[config.mk]
export PLATFORM = sky130hd
export DESIGN_NAME = lcdp_top
export DESIGN_NICKNAME = d
export VERILOG_FILES = /design/src/rtl/lcdp_ram.v /design/src/rtl/lcdp_top.v
export VERILOG_INCLUDE_DIRS = /design/src /design/src/rtl
export SDC_FILE = /design/constraint.sdc
export NUM_CORES = 2
export LEC_CHECK = 0
export ABC_AREA = 1
export BUFFER_PORTS_ARGS = -buffer_cell sky130_fd_sc_hd__buf_2
export CORE_MARGIN = 5
export CORE_UTILIZATION = 42
export CTS_CLUSTER_SIZE = 12
export DETAILED_ROUTE_END_ITERATION = 8
export PLACE_DENSITY_LB_ADDON = 0.2
export SLEW_MARGIN = 10
export SYNTH_ARGS = -nofsm -noshare
export SYNTH_HDL_FRONTEND = slang
export SYNTH_HIERARCHICAL = 1
export SYNTH_SLANG_ARGS = --single-unit
[constraint.sdc]
create_clock -name CORE_CLK -period 2.7 [get_ports CORE_CLK]
set_input_delay 0.405 -clock CORE_CLK [delete_from_list [all_inputs] [get_ports CORE_CLK]]
set_output_delay 0.405 -clock CORE_CLK [all_outputs]
set_load 0.01 [all_outputs]
[src/rtl/lcdp_map.vh]
// Purpose: Constants for the character LCD parallel host port block
// Assumes: Included by bare name from the design files
// Notes:   Offsets are byte addresses on the AXI4-Lite register bus
`ifndef LCDP_MAP_VH
`define LCDP_MAP_VH

// Register byte offsets
`define LCDP_OFS_CTRL        4'h0
`define LCDP_OFS_STATUS      4'h4
`define LCDP_OFS_PEEK_ADDR   4'h8
`define LCDP_OFS_PEEK_DATA   4'hC

// Power control register fields
`define LCDP_CTRL_ICON       0
`define LCDP_CTRL_DIRECT     1
`define LCDP_CTRL_GEN        2
`define LCDP_CTRL_RST        3'h0

// Status register fields
`define LCDP_ST_WIDTH8       0
`define LCDP_ST_TWO_LINE     1
`define LCDP_ST_VSEL         2
`define LCDP_ST_DISP_ON      3
`define LCDP_ST_CURSOR       4
`define LCDP_ST_BLINK        5
`define LCDP_ST_INCR         6
`define LCDP_ST_SHIFT        7
`define LCDP_ST_RAM_SEL      8
`define LCDP_ST_PWR_DOWN     9
`define LCDP_ST_PHASE        10
`define LCDP_ST_AC_LSB       16
`define LCDP_ST_OFS_LSB      24

// Peek address fields
`define LCDP_PEEK_SEL        7
`define LCDP_PEEK_RST        8'h00

// Instruction bit positions (highest set bit names the instruction)
`define LCDP_I_DD_ADDR       7
`define LCDP_I_CG_ADDR       6
`define LCDP_I_FUNC          5
`define LCDP_I_SHIFT         4
`define LCDP_I_DISP          3
`define LCDP_I_ENTRY         2
`define LCDP_I_HOME          1
`define LCDP_I_CLEAR         0

// Function-setup fields
`define LCDP_F_WIDTH8        4
`define LCDP_F_TWO_LINE      2
`define LCDP_F_VSEL          0

// Reset values
`define LCDP_RST_WIDTH8      1'b1
`define LCDP_RST_INCR        1'b1
`define LCDP_BLANK_CODE      8'h20

// AXI responses
`define LCDP_RESP_OKAY       2'b00
`define LCDP_RESP_SLVERR     2'b10

`endif

[src/rtl/lcdp_ram.v]
// Purpose: Flip-flop RAM with one write port and two read ports
// Assumes: Synchronous active-low reset; reads are combinational
// Notes:   Reset and clear both fill every entry with FILL
`timescale 1ns/1ps
module lcdp_ram #(
    parameter WIDTH = 8,
    parameter DEPTH = 80,
    parameter AW    = 7,
    parameter [WIDTH-1:0] FILL = 8'h20
) (
    // Clock and reset
    input  wire             clk,
    input  wire             rstn,
    // Write side
    input  wire             clr,
    input  wire             we,
    input  wire [AW-1:0]    waddr,
    input  wire [WIDTH-1:0] wdata,
    // Read sides
    input  wire [AW-1:0]    raddr_a,
    output wire [WIDTH-1:0] rdata_a,
    input  wire [AW-1:0]    raddr_b,
    output wire [WIDTH-1:0] rdata_b
);
    reg [WIDTH-1:0] mem_q [0:DEPTH-1];
    integer         i;

    // Whole-array fill in one cycle; cheap in flops, costly as area
    always @(posedge clk) begin
        if (!rstn || clr) begin
            for (i = 0; i < DEPTH; i = i + 1)
                mem_q[i] <= FILL;
        end else if (we && (waddr < DEPTH)) begin
            mem_q[waddr] <= wdata;
        end
    end

    // Out-of-range reads return the fill code
    assign rdata_a = (raddr_a < DEPTH) ? mem_q[raddr_a] : FILL;
    assign rdata_b = (raddr_b < DEPTH) ? mem_q[raddr_b] : FILL;
endmodule // lcdp_ram

[src/rtl/lcdp_top.v]
// Purpose: Parallel command/data host port of a character LCD controller
// Assumes: Bus pins synchronous to CORE_CLK; AXI4-Lite for software
// Notes:   Each bus access is taken at the falling edge of ENABLE
//
// Design decisions made here: register access over AXI4-Lite and the register offsets.
`timescale 1ns/1ps
`include "lcdp_map.vh"

// Contract
// - Reset gives 8-bit width; first write whole
// - 4-bit width: two accesses, act after second
// - 8-bit function setup selecting 4-bit switches width
// - Function setup also sets lines and voltage
// - Display control turns display, cursor on
// - Entry mode: step address, cursor right, no shift
// - Data write stores code, address advances
// - Icon, display off, direct, power-down pin
module lcdp_top #(
    parameter DISP_DEPTH  = 80,
    parameter GLYPH_DEPTH = 128
) (
    // Clock and reset
    input  wire        CORE_CLK,
    input  wire        RSTN,
    // Parallel host bus
    input  wire        REGISTER_SELECT,
    input  wire        RW,
    input  wire        ENABLE,
    input  wire [7:0]  DB_IN,
    output wire [7:0]  DB_OUT,
    output wire        DB_OE,
    // Power controls
    input  wire        POWER_DOWN_PIN,
    output wire        ICON_ONLY_SELECT,
    output wire        DIRECT_MODE,
    output wire        GEN_ENABLE,
    output wire        DISPLAY_ENABLE,
    // AXI4-Lite write address and data
    input  wire [3:0]  S_AXI_AWADDR,
    input  wire        S_AXI_AWVALID,
    output wire        S_AXI_AWREADY,
    input  wire [31:0] S_AXI_WDATA,
    input  wire [3:0]  S_AXI_WSTRB,
    input  wire        S_AXI_WVALID,
    output wire        S_AXI_WREADY,
    // AXI4-Lite write response
    output wire [1:0]  S_AXI_BRESP,
    output wire        S_AXI_BVALID,
    input  wire        S_AXI_BREADY,
    // AXI4-Lite read
    input  wire [3:0]  S_AXI_ARADDR,
    input  wire        S_AXI_ARVALID,
    output wire        S_AXI_ARREADY,
    output wire [31:0] S_AXI_RDATA,
    output wire [1:0]  S_AXI_RRESP,
    output wire        S_AXI_RVALID,
    input  wire        S_AXI_RREADY
);
    localparam [6:0] DISP_LAST  = DISP_DEPTH[6:0] - 7'h01;
    localparam [6:0] GLYPH_LAST = GLYPH_DEPTH[6:0] - 7'h01;

    // Mode state
    reg        e_q;
    reg        width8_q;
    reg        phase_q;
    reg [3:0]  hi_q;
    reg        two_line_q;
    reg        vsel_q;
    reg        disp_on_q;
    reg        cursor_q;
    reg        blink_q;
    reg        incr_q;
    reg        shift_q;
    reg        ram_sel_q;
    reg [6:0]  ac_q;
    reg [6:0]  ofs_q;
    reg [7:0]  rd_hold_q;
    reg [7:0]  db_out_q;
    // Register file state
    reg [2:0]  ctrl_q;
    reg [7:0]  peek_q;
    reg        aw_got_q;
    reg        w_got_q;
    reg [3:0]  awaddr_q;
    reg [31:0] wdata_q;
    reg        wstrb0_q;
    reg        bvalid_q;
    reg [1:0]  bresp_q;
    reg        rvalid_q;
    reg [1:0]  rresp_q;
    reg [31:0] rdata_q;

    // Wrapping address step in either direction
    function [6:0] lcdp_step;
        input [6:0] v;
        input       up;
        input [6:0] last;
        begin
            if (up)
                lcdp_step = (v >= last) ? 7'h00 : v + 7'h01;
            else
                lcdp_step = (v == 7'h00) ? last : v - 7'h01;
        end
    endfunction

    // Access taken at ENABLE falling; power-down freezes the bus
    wire strobe    = e_q & ~ENABLE & ~POWER_DOWN_PIN;
    wire wr_stb    = strobe & ~RW;
    wire rd_stb    = strobe & RW;
    // Byte completes at once in 8-bit, else on the second nibble
    wire byte_done = wr_stb & (width8_q | phase_q);
    wire rd_done   = rd_stb & (width8_q | phase_q);
    // Lower lines ignored in nibble mode
    wire [7:0] wbyte = width8_q ? DB_IN
                                : {hi_q, DB_IN[7:4]};
    wire cmd     = byte_done & ~REGISTER_SELECT;
    wire dat_wr  = byte_done & REGISTER_SELECT;
    wire dat_rd  = rd_done & REGISTER_SELECT;
    wire do_clr  = cmd && (wbyte == 8'h01);
    wire [6:0] ac_last = ram_sel_q ? GLYPH_LAST : DISP_LAST;
    wire [6:0] ac_next = lcdp_step(ac_q, incr_q, ac_last);

    wire [7:0] disp_rd;
    wire [7:0] glyph_rd;
    wire [7:0] disp_peek;
    wire [7:0] glyph_peek;
    wire [7:0] ram_rd = ram_sel_q ? glyph_rd : disp_rd;
    // Busy is always clear: every instruction ends in one cycle
    wire [7:0] rd_src = REGISTER_SELECT ? ram_rd : {1'b0, ac_q};

    // Display and glyph stores
    lcdp_ram #(.WIDTH(8), .DEPTH(DISP_DEPTH), .AW(7),
               .FILL(`LCDP_BLANK_CODE)) u_disp (
        .clk     (CORE_CLK),
        .rstn    (RSTN),
        .clr     (do_clr),
        .we      (dat_wr & ~ram_sel_q),
        .waddr   (ac_q),
        .wdata   (wbyte),
        .raddr_a (ac_q),
        .rdata_a (disp_rd),
        .raddr_b (peek_q[6:0]),
        .rdata_b (disp_peek)
    );
    lcdp_ram #(.WIDTH(8), .DEPTH(GLYPH_DEPTH), .AW(7),
               .FILL(8'h00)) u_glyph (
        .clk     (CORE_CLK),
        .rstn    (RSTN),
        .clr     (1'b0),
        .we      (dat_wr & ram_sel_q),
        .waddr   (ac_q),
        .wdata   (wbyte),
        .raddr_a (ac_q),
        .rdata_a (glyph_rd),
        .raddr_b (peek_q[6:0]),
        .rdata_b (glyph_peek)
    );

    // Bus strobe tracking and nibble phase
    always @(posedge CORE_CLK) begin
        if (!RSTN) begin
            e_q     <= 1'b0;
            phase_q <= 1'b0;
            hi_q    <= 4'h0;
        end else begin
            e_q <= ENABLE;
            if (cmd && wbyte[7:5] == 3'b001 && width8_q) begin
                phase_q <= 1'b0;
            end else if (strobe && !width8_q) begin
                phase_q <= ~phase_q;
                if (!phase_q)
                    hi_q <= DB_IN[7:4];
            end
        end
    end

    // Instruction and data effects
    always @(posedge CORE_CLK) begin
        if (!RSTN) begin
            width8_q   <= `LCDP_RST_WIDTH8;
            two_line_q <= 1'b0;
            vsel_q     <= 1'b0;
            disp_on_q  <= 1'b0;
            cursor_q   <= 1'b0;
            blink_q    <= 1'b0;
            incr_q     <= `LCDP_RST_INCR;
            shift_q    <= 1'b0;
            ram_sel_q  <= 1'b0;
            ac_q       <= 7'h00;
            ofs_q      <= 7'h00;
        end else if (cmd) begin
            if (wbyte[`LCDP_I_DD_ADDR]) begin
                ac_q      <= wbyte[6:0];
                ram_sel_q <= 1'b0;
            end else if (wbyte[`LCDP_I_CG_ADDR]) begin
                ac_q      <= {1'b0, wbyte[5:0]};
                ram_sel_q <= 1'b1;
            end else if (wbyte[`LCDP_I_FUNC]) begin
                width8_q   <= wbyte[`LCDP_F_WIDTH8];
                two_line_q <= wbyte[`LCDP_F_TWO_LINE];
                vsel_q     <= wbyte[`LCDP_F_VSEL];
            end else if (wbyte[`LCDP_I_SHIFT]) begin
                if (wbyte[3])
                    ofs_q <= lcdp_step(ofs_q, wbyte[2], DISP_LAST);
                else
                    ac_q <= lcdp_step(ac_q, wbyte[2], ac_last);
            end else if (wbyte[`LCDP_I_DISP]) begin
                disp_on_q <= wbyte[2];
                cursor_q  <= wbyte[1];
                blink_q   <= wbyte[0];
            end else if (wbyte[`LCDP_I_ENTRY]) begin
                incr_q  <= wbyte[1];
                shift_q <= wbyte[0];
            end else if (wbyte[`LCDP_I_HOME]) begin
                ac_q      <= 7'h00;
                ofs_q     <= 7'h00;
                ram_sel_q <= 1'b0;
            end else if (wbyte[`LCDP_I_CLEAR]) begin
                ac_q      <= 7'h00;
                ofs_q     <= 7'h00;
                ram_sel_q <= 1'b0;
                incr_q    <= 1'b1;
            end
        end else if (dat_wr || dat_rd) begin
            ac_q <= ac_next;
            // Window moves only on writes to the display store
            if (dat_wr && shift_q && !ram_sel_q)
                ofs_q <= lcdp_step(ofs_q, incr_q, DISP_LAST);
        end
    end

    // Read path: byte frozen across its two nibbles
    always @(posedge CORE_CLK) begin
        if (!RSTN) begin
            rd_hold_q <= 8'h00;
            db_out_q  <= 8'h00;
        end else begin
            if (!phase_q)
                rd_hold_q <= rd_src;
            if (width8_q)
                db_out_q <= rd_src;
            else if (phase_q)
                db_out_q <= {rd_hold_q[3:0], 4'h0};
            else
                db_out_q <= {rd_src[7:4], 4'h0};
        end
    end

    assign DB_OUT = db_out_q;
    assign DB_OE  = ENABLE & RW & ~POWER_DOWN_PIN;

    // Power outputs; host keeps generator and direct off if external
    assign ICON_ONLY_SELECT = ctrl_q[`LCDP_CTRL_ICON];
    assign DIRECT_MODE      = ctrl_q[`LCDP_CTRL_DIRECT];
    assign GEN_ENABLE       = ctrl_q[`LCDP_CTRL_GEN] & ~POWER_DOWN_PIN;
    assign DISPLAY_ENABLE   = disp_on_q & ~POWER_DOWN_PIN;

    // Status word for software
    wire [31:0] status_w = {1'b0, ofs_q, 1'b0, ac_q, 5'h00, phase_q,
                            POWER_DOWN_PIN, ram_sel_q, shift_q, incr_q,
                            blink_q, cursor_q, disp_on_q, vsel_q,
                            two_line_q, width8_q};
    wire [7:0]  peek_w   = peek_q[`LCDP_PEEK_SEL] ? glyph_peek : disp_peek;

    // AXI write: address and data taken in either order
    assign S_AXI_AWREADY = ~aw_got_q & ~bvalid_q;
    assign S_AXI_WREADY  = ~w_got_q & ~bvalid_q;
    assign S_AXI_BVALID  = bvalid_q;
    assign S_AXI_BRESP   = bresp_q;

    always @(posedge CORE_CLK) begin
        if (!RSTN) begin
            aw_got_q <= 1'b0;
            w_got_q  <= 1'b0;
            awaddr_q <= 4'h0;
            wdata_q  <= 32'h0000_0000;
            wstrb0_q <= 1'b0;
            bvalid_q <= 1'b0;
            bresp_q  <= `LCDP_RESP_OKAY;
            ctrl_q   <= `LCDP_CTRL_RST;
            peek_q   <= `LCDP_PEEK_RST;
        end else begin
            if (S_AXI_AWVALID && S_AXI_AWREADY) begin
                aw_got_q <= 1'b1;
                awaddr_q <= S_AXI_AWADDR;
            end
            if (S_AXI_WVALID && S_AXI_WREADY) begin
                w_got_q  <= 1'b1;
                wdata_q  <= S_AXI_WDATA;
                wstrb0_q <= S_AXI_WSTRB[0];
            end
            if (aw_got_q && w_got_q && !bvalid_q) begin
                aw_got_q <= 1'b0;
                w_got_q  <= 1'b0;
                bvalid_q <= 1'b1;
                bresp_q  <= `LCDP_RESP_OKAY;
                case (awaddr_q)
                    `LCDP_OFS_CTRL: begin
                        if (wstrb0_q)
                            ctrl_q <= wdata_q[2:0];
                    end
                    `LCDP_OFS_PEEK_ADDR: begin
                        if (wstrb0_q)
                            peek_q <= wdata_q[7:0];
                    end
                    `LCDP_OFS_STATUS,
                    `LCDP_OFS_PEEK_DATA: begin
                        bresp_q <= `LCDP_RESP_OKAY;
                    end
                    default: begin
                        bresp_q <= `LCDP_RESP_SLVERR;
                    end
                endcase
            end else if (bvalid_q && S_AXI_BREADY) begin
                bvalid_q <= 1'b0;
            end
        end
    end

    // AXI read: one outstanding, answered the cycle after address
    assign S_AXI_ARREADY = ~rvalid_q;
    assign S_AXI_RVALID  = rvalid_q;
    assign S_AXI_RDATA   = rdata_q;
    assign S_AXI_RRESP   = rresp_q;

    always @(posedge CORE_CLK) begin
        if (!RSTN) begin
            rvalid_q <= 1'b0;
            rresp_q  <= `LCDP_RESP_OKAY;
            rdata_q  <= 32'h0000_0000;
        end else if (S_AXI_ARVALID && !rvalid_q) begin
            rvalid_q <= 1'b1;
            rresp_q  <= `LCDP_RESP_OKAY;
            case (S_AXI_ARADDR)
                `LCDP_OFS_CTRL:      rdata_q <= {29'h0000_0000, ctrl_q};
                `LCDP_OFS_STATUS:    rdata_q <= status_w;
                `LCDP_OFS_PEEK_ADDR: rdata_q <= {24'h00_0000, peek_q};
                `LCDP_OFS_PEEK_DATA: rdata_q <= {24'h00_0000, peek_w};
                default: begin
                    rdata_q <= 32'h0000_0000;
                    rresp_q <= `LCDP_RESP_SLVERR;
                end
            endcase
        end else if (rvalid_q && S_AXI_RREADY) begin
            rvalid_q <= 1'b0;
        end
    end
endmodule // lcdp_top
==> summary.md <==
| Metric | Value |
|---|---|
| Worst EP required | around 3400 ps |
| Pleak | around 52 nW |
| Area grow syn2layout | 29.6% |
| CP Cell Sequence | buf_12, buf_12, clkinv_16, clkbuf_16, nand2_1, nand3_1, nand3_2, nand3_4, nand2_4, nand2_1, nand3_1, buf_6, nand2_2, nand2_1, nand2_1, o211ai_1, o211ai_1, nand2_1, a21oi_1 |
| Ys flop type | edfxtp_1 |
| Initial antenna violation count | 9 |
| First-pass GRT wire length | slightly above 600000 microns |
| Routability cong. | ~1 |
| Post-route clock period utilization | 109% |
| CTS tree | done |
| Die ar. | between 0.2 and 0.25 sq mm |
| Vias | 97500 |
| Critical Path Sink Type | flop |
| Nets@finish | approximately 13000 |
| Pin count of the biggest net entering global routing | 102 |
| Number of global-route vias before repair | 91000 |
| Core area | 0.233 sq mm |
| Hold Crit Start | S_AXI_ARADDR[3] |
| Reg2Reg Setup Slack | -240 ps |
| Async set-reset flop share out of synthesis | 0% |
| Share of the yosys chip area belonging to registers | a little over half |
| Cells after synthesis | about 13000 |
| Die X | 493 microns |
| Final Hold Fails | 0 |
| EDFF count, synth | around 1700 |
| Fin Clk Skew | a little over 40 ps |
| Worst Max-Slew Pin Slew | approximately 1300 ps |
| Grt ovf | 0 |
| Clock sinks | roughly 1800 |
| Total number of yosys warnings | 6 |
| Synth unique cells | 47 |
| Clk slew on worst S/H paths | approximately 70 ps |
| CTS max path bufs | 3 |
| Starting Density | a little over two fifths |
| # setup viols final | roughly 500 |
| Total power | approximately 66 mW |
| Netlist Area Pre-Place | about 0.098 sq mm |
| DR DRC count | 0 |
| Most frequent cells in the layout | 3985 x nand2_1, 2587 x nand3_1, 1687 x nor2_1 |
| Worst Path Arrival | between 3000 and 4000 ps |
| FMAX | between 300 and 400 MHz |
| Worst skew pair latency | around 900 ps |
| Failing checks | negative setup slack |
| RSZ-0062 raised after global routing | true |
| Yosys reg bits | around 1800 |
| WL per Instance | about 26 microns |
| R2R depth | 19 |
| H-Tree Depth | 4 |
| Slowest CP cell | dfxtp_4 |
| # port buffers | 80 |
| Max-Cap Viols | 0 |
| Worst r2r src | peek_q[0] |
| Initial drt markers | about 14000 |
| Status | complete, but fails checks |
| Final HPWL DP | 279000 microns |
| Slew Limit Fails | 0 |
| Filler Cell Count | 21000 |
| Clock root buffer | clkbuf_16 |
| DIE HEIGHT | slightly below 500 microns |
| Critical Path Fanout Max | 8 |
| PD cells | roughly 520 mW/mm^2 |
| Hold endpoint | S_AXI_RDATA[7] |
| Crit Path Category | reg2reg |
| Util after Layout | about 55% |
| Min Tclk post-route | just under 3000 ps |
| Most common cell after layout, fill and taps aside | nand2_1 |
| Antenna Nets Post-Route | 0 |
| CP Launch Type | flop |
| Num ports | approximately 120 |
| FF-to-FF End | S_AXI_RDATA[6] |
| Worst VDD drop | roughly 0.62 mV |
| TritonRoute pass-1 iters | 7 |
| Layout cells sized above 1 | 20.1% |
| Total Routing Usage GR | about a third |
| Most used cell, CP | nand2_1 |
| Cell Rows | ~180 |
| Synth Area per Inst | 7.79 sq um |
| TritonCTS buffer count | 198 |
| Setup WS post-layout | -236 ps |
| CP max stage delay | 480 ps |
| Max transition margin | 16.3% |
| Routed wire length | approximately 430000 microns |
| Hold Path Cell Cnt | 5 |
| Worst min path class | in2reg |
| Vias/cell | just under 6 |
==> sequential cells by signal (all words and copies together), names as in the netlist, 7 cells and up <==
name	flops
DB_OUT	8
S_AXI_RDATA	25
ac_q	7
ofs_q	7
peek_q	8
u_disp/mem_q	640
u_glyph/mem_q	1024
wdata_q	8
==> stage by stage <==
stage / setup slack, ps / instance area (sq um) / hold WS, ps / cells / setup TNS, ps
6_report: -236 / 127000 / 58.5 / 16500 / -20300
3_5_place_dp: -656 / 112000 / 454 / 16000 / -1308260
3_3_place_gp: -630 / 112000 / 440 / 16000 / -1207680
5_1_grt: -235 / 127000 / 68.6 / 16500 / -71960
2_1_floorplan: 69.2 / 98100 / 430 / 12600 / 0
4_1_cts: -169 / 123000 / 16.9 / 16400 / -9770
==> Yosys cell counts, types with 7 or more instances <==
cell / instances / share of area [%]
a21oi_1: 149 / 0.76
buf_1: 134 / 0.51
buf_2: 224 / 1.1
buf_4: 18 / 0.14
clkbuf_1: 586 / 2.2
clkinv_1: 8 / 0.031
dfxtp_1: 96 / 2.0
edfxtp_1: 1664 / 51
ha_1: 7 / 0.089
inv_1: 241 / 0.92
inv_2: 75 / 0.29
nand2_1: 4325 / 17
nand2_2: 57 / 0.36
nand3_1: 2909 / 15
nand4_1: 14 / 0.089
nor2_1: 1754 / 6.7
nor2_2: 10 / 0.064
nor2_4: 9 / 0.10
nor3_1: 7 / 0.036
nor4_4: 9 / 0.20
o211ai_1: 74 / 0.57
o21ai_0: 147 / 0.75
or2_2: 7 / 0.045
==> area by class of cell <==
cell class	instances	area [sq um]	share of cell area, %
timing repair inverter	6	110	0.0867
multi-input combinational	9536	45300	35.7
clock inverter	119	1340	1.05
sequential	1760	51900	40.9
antenna	3	7.51	0.00591
timing repair buffer	1484	17900	14.1
tap	3043	3810	3.00
clock buffer	239	5180	4.08
inverter	326	1430	1.12
==> power by group <==
part / internal, mW / total (mW) / switching, mW
Clock: 15.9 / 27.6 / 11.7
Combinational: 2.28 / 6.74 / 4.46
Sequential: 30.8 / 31.5 / 0.691
Total: 48.9 / 65.8 / 16.9
==> worst max-delay path, delay by kind of cell, from the launching register on <==
kind	cells	cell delay [ps]
simple gates	11	1030
buf+inv	5	820
compound gates	3	480
flops	1	480
==> logic make-up (layout without fill, tap and decap cells) <==
kind of cell	count (synthesis)	count (layout)	synth area share (%)
DFF	1760	1760	52.9
AOI/OAI and AO/OA	386	386	2.21
buffers and inverters	1295	2174	5.38
adders and majority gates	7	7	0.0893
muxes	1	1	0.0102
xor gates and xnor gates	8	8	0.0715
and+or+nand+nor	9124	9124	39.3
other	1	13	0.00383
==> metal layers <==
metal	wire [microns]	vias up	global-route usage (%)
met4	25500	10	16.8
li1	-	43500	-
met1	165000	46700	44.0
met3	42700	1198	6.16
met2	196000	6071	53.4
met5	62	-	0
==> timing repair <==
item	4_1_cts	5_1_grt
endpoints found under the setup margin	3018	2584
buffers inserted	65	64
gates resized for setup	608	773
hold buffers	28	0
cloned	50	28
pin swaps	57	153
endpoints found under the hold margin	30	0
==> worst max path at each step <==
stage | slack (ps) | depth (start not counted) | end | startpoint
2_1_floorplan | 70 | 12 | u_glyph/mem_q[67][0] | ENABLE
3_3_place_gp | -630 | 17 | u_glyph/mem_q[6][2] | ENABLE
3_5_place_dp | -660 | 17 | u_glyph/mem_q[98][6] | ENABLE
4_1_cts | -170 | 18 | S_AXI_RDATA[6] | peek_q[0]
5_1_grt | -240 | 19 | S_AXI_RDATA[0] | peek_q[0]
6_report | -240 | 19 | S_AXI_RDATA[6] | peek_q[0]
(Power assumes the default switching activity.)
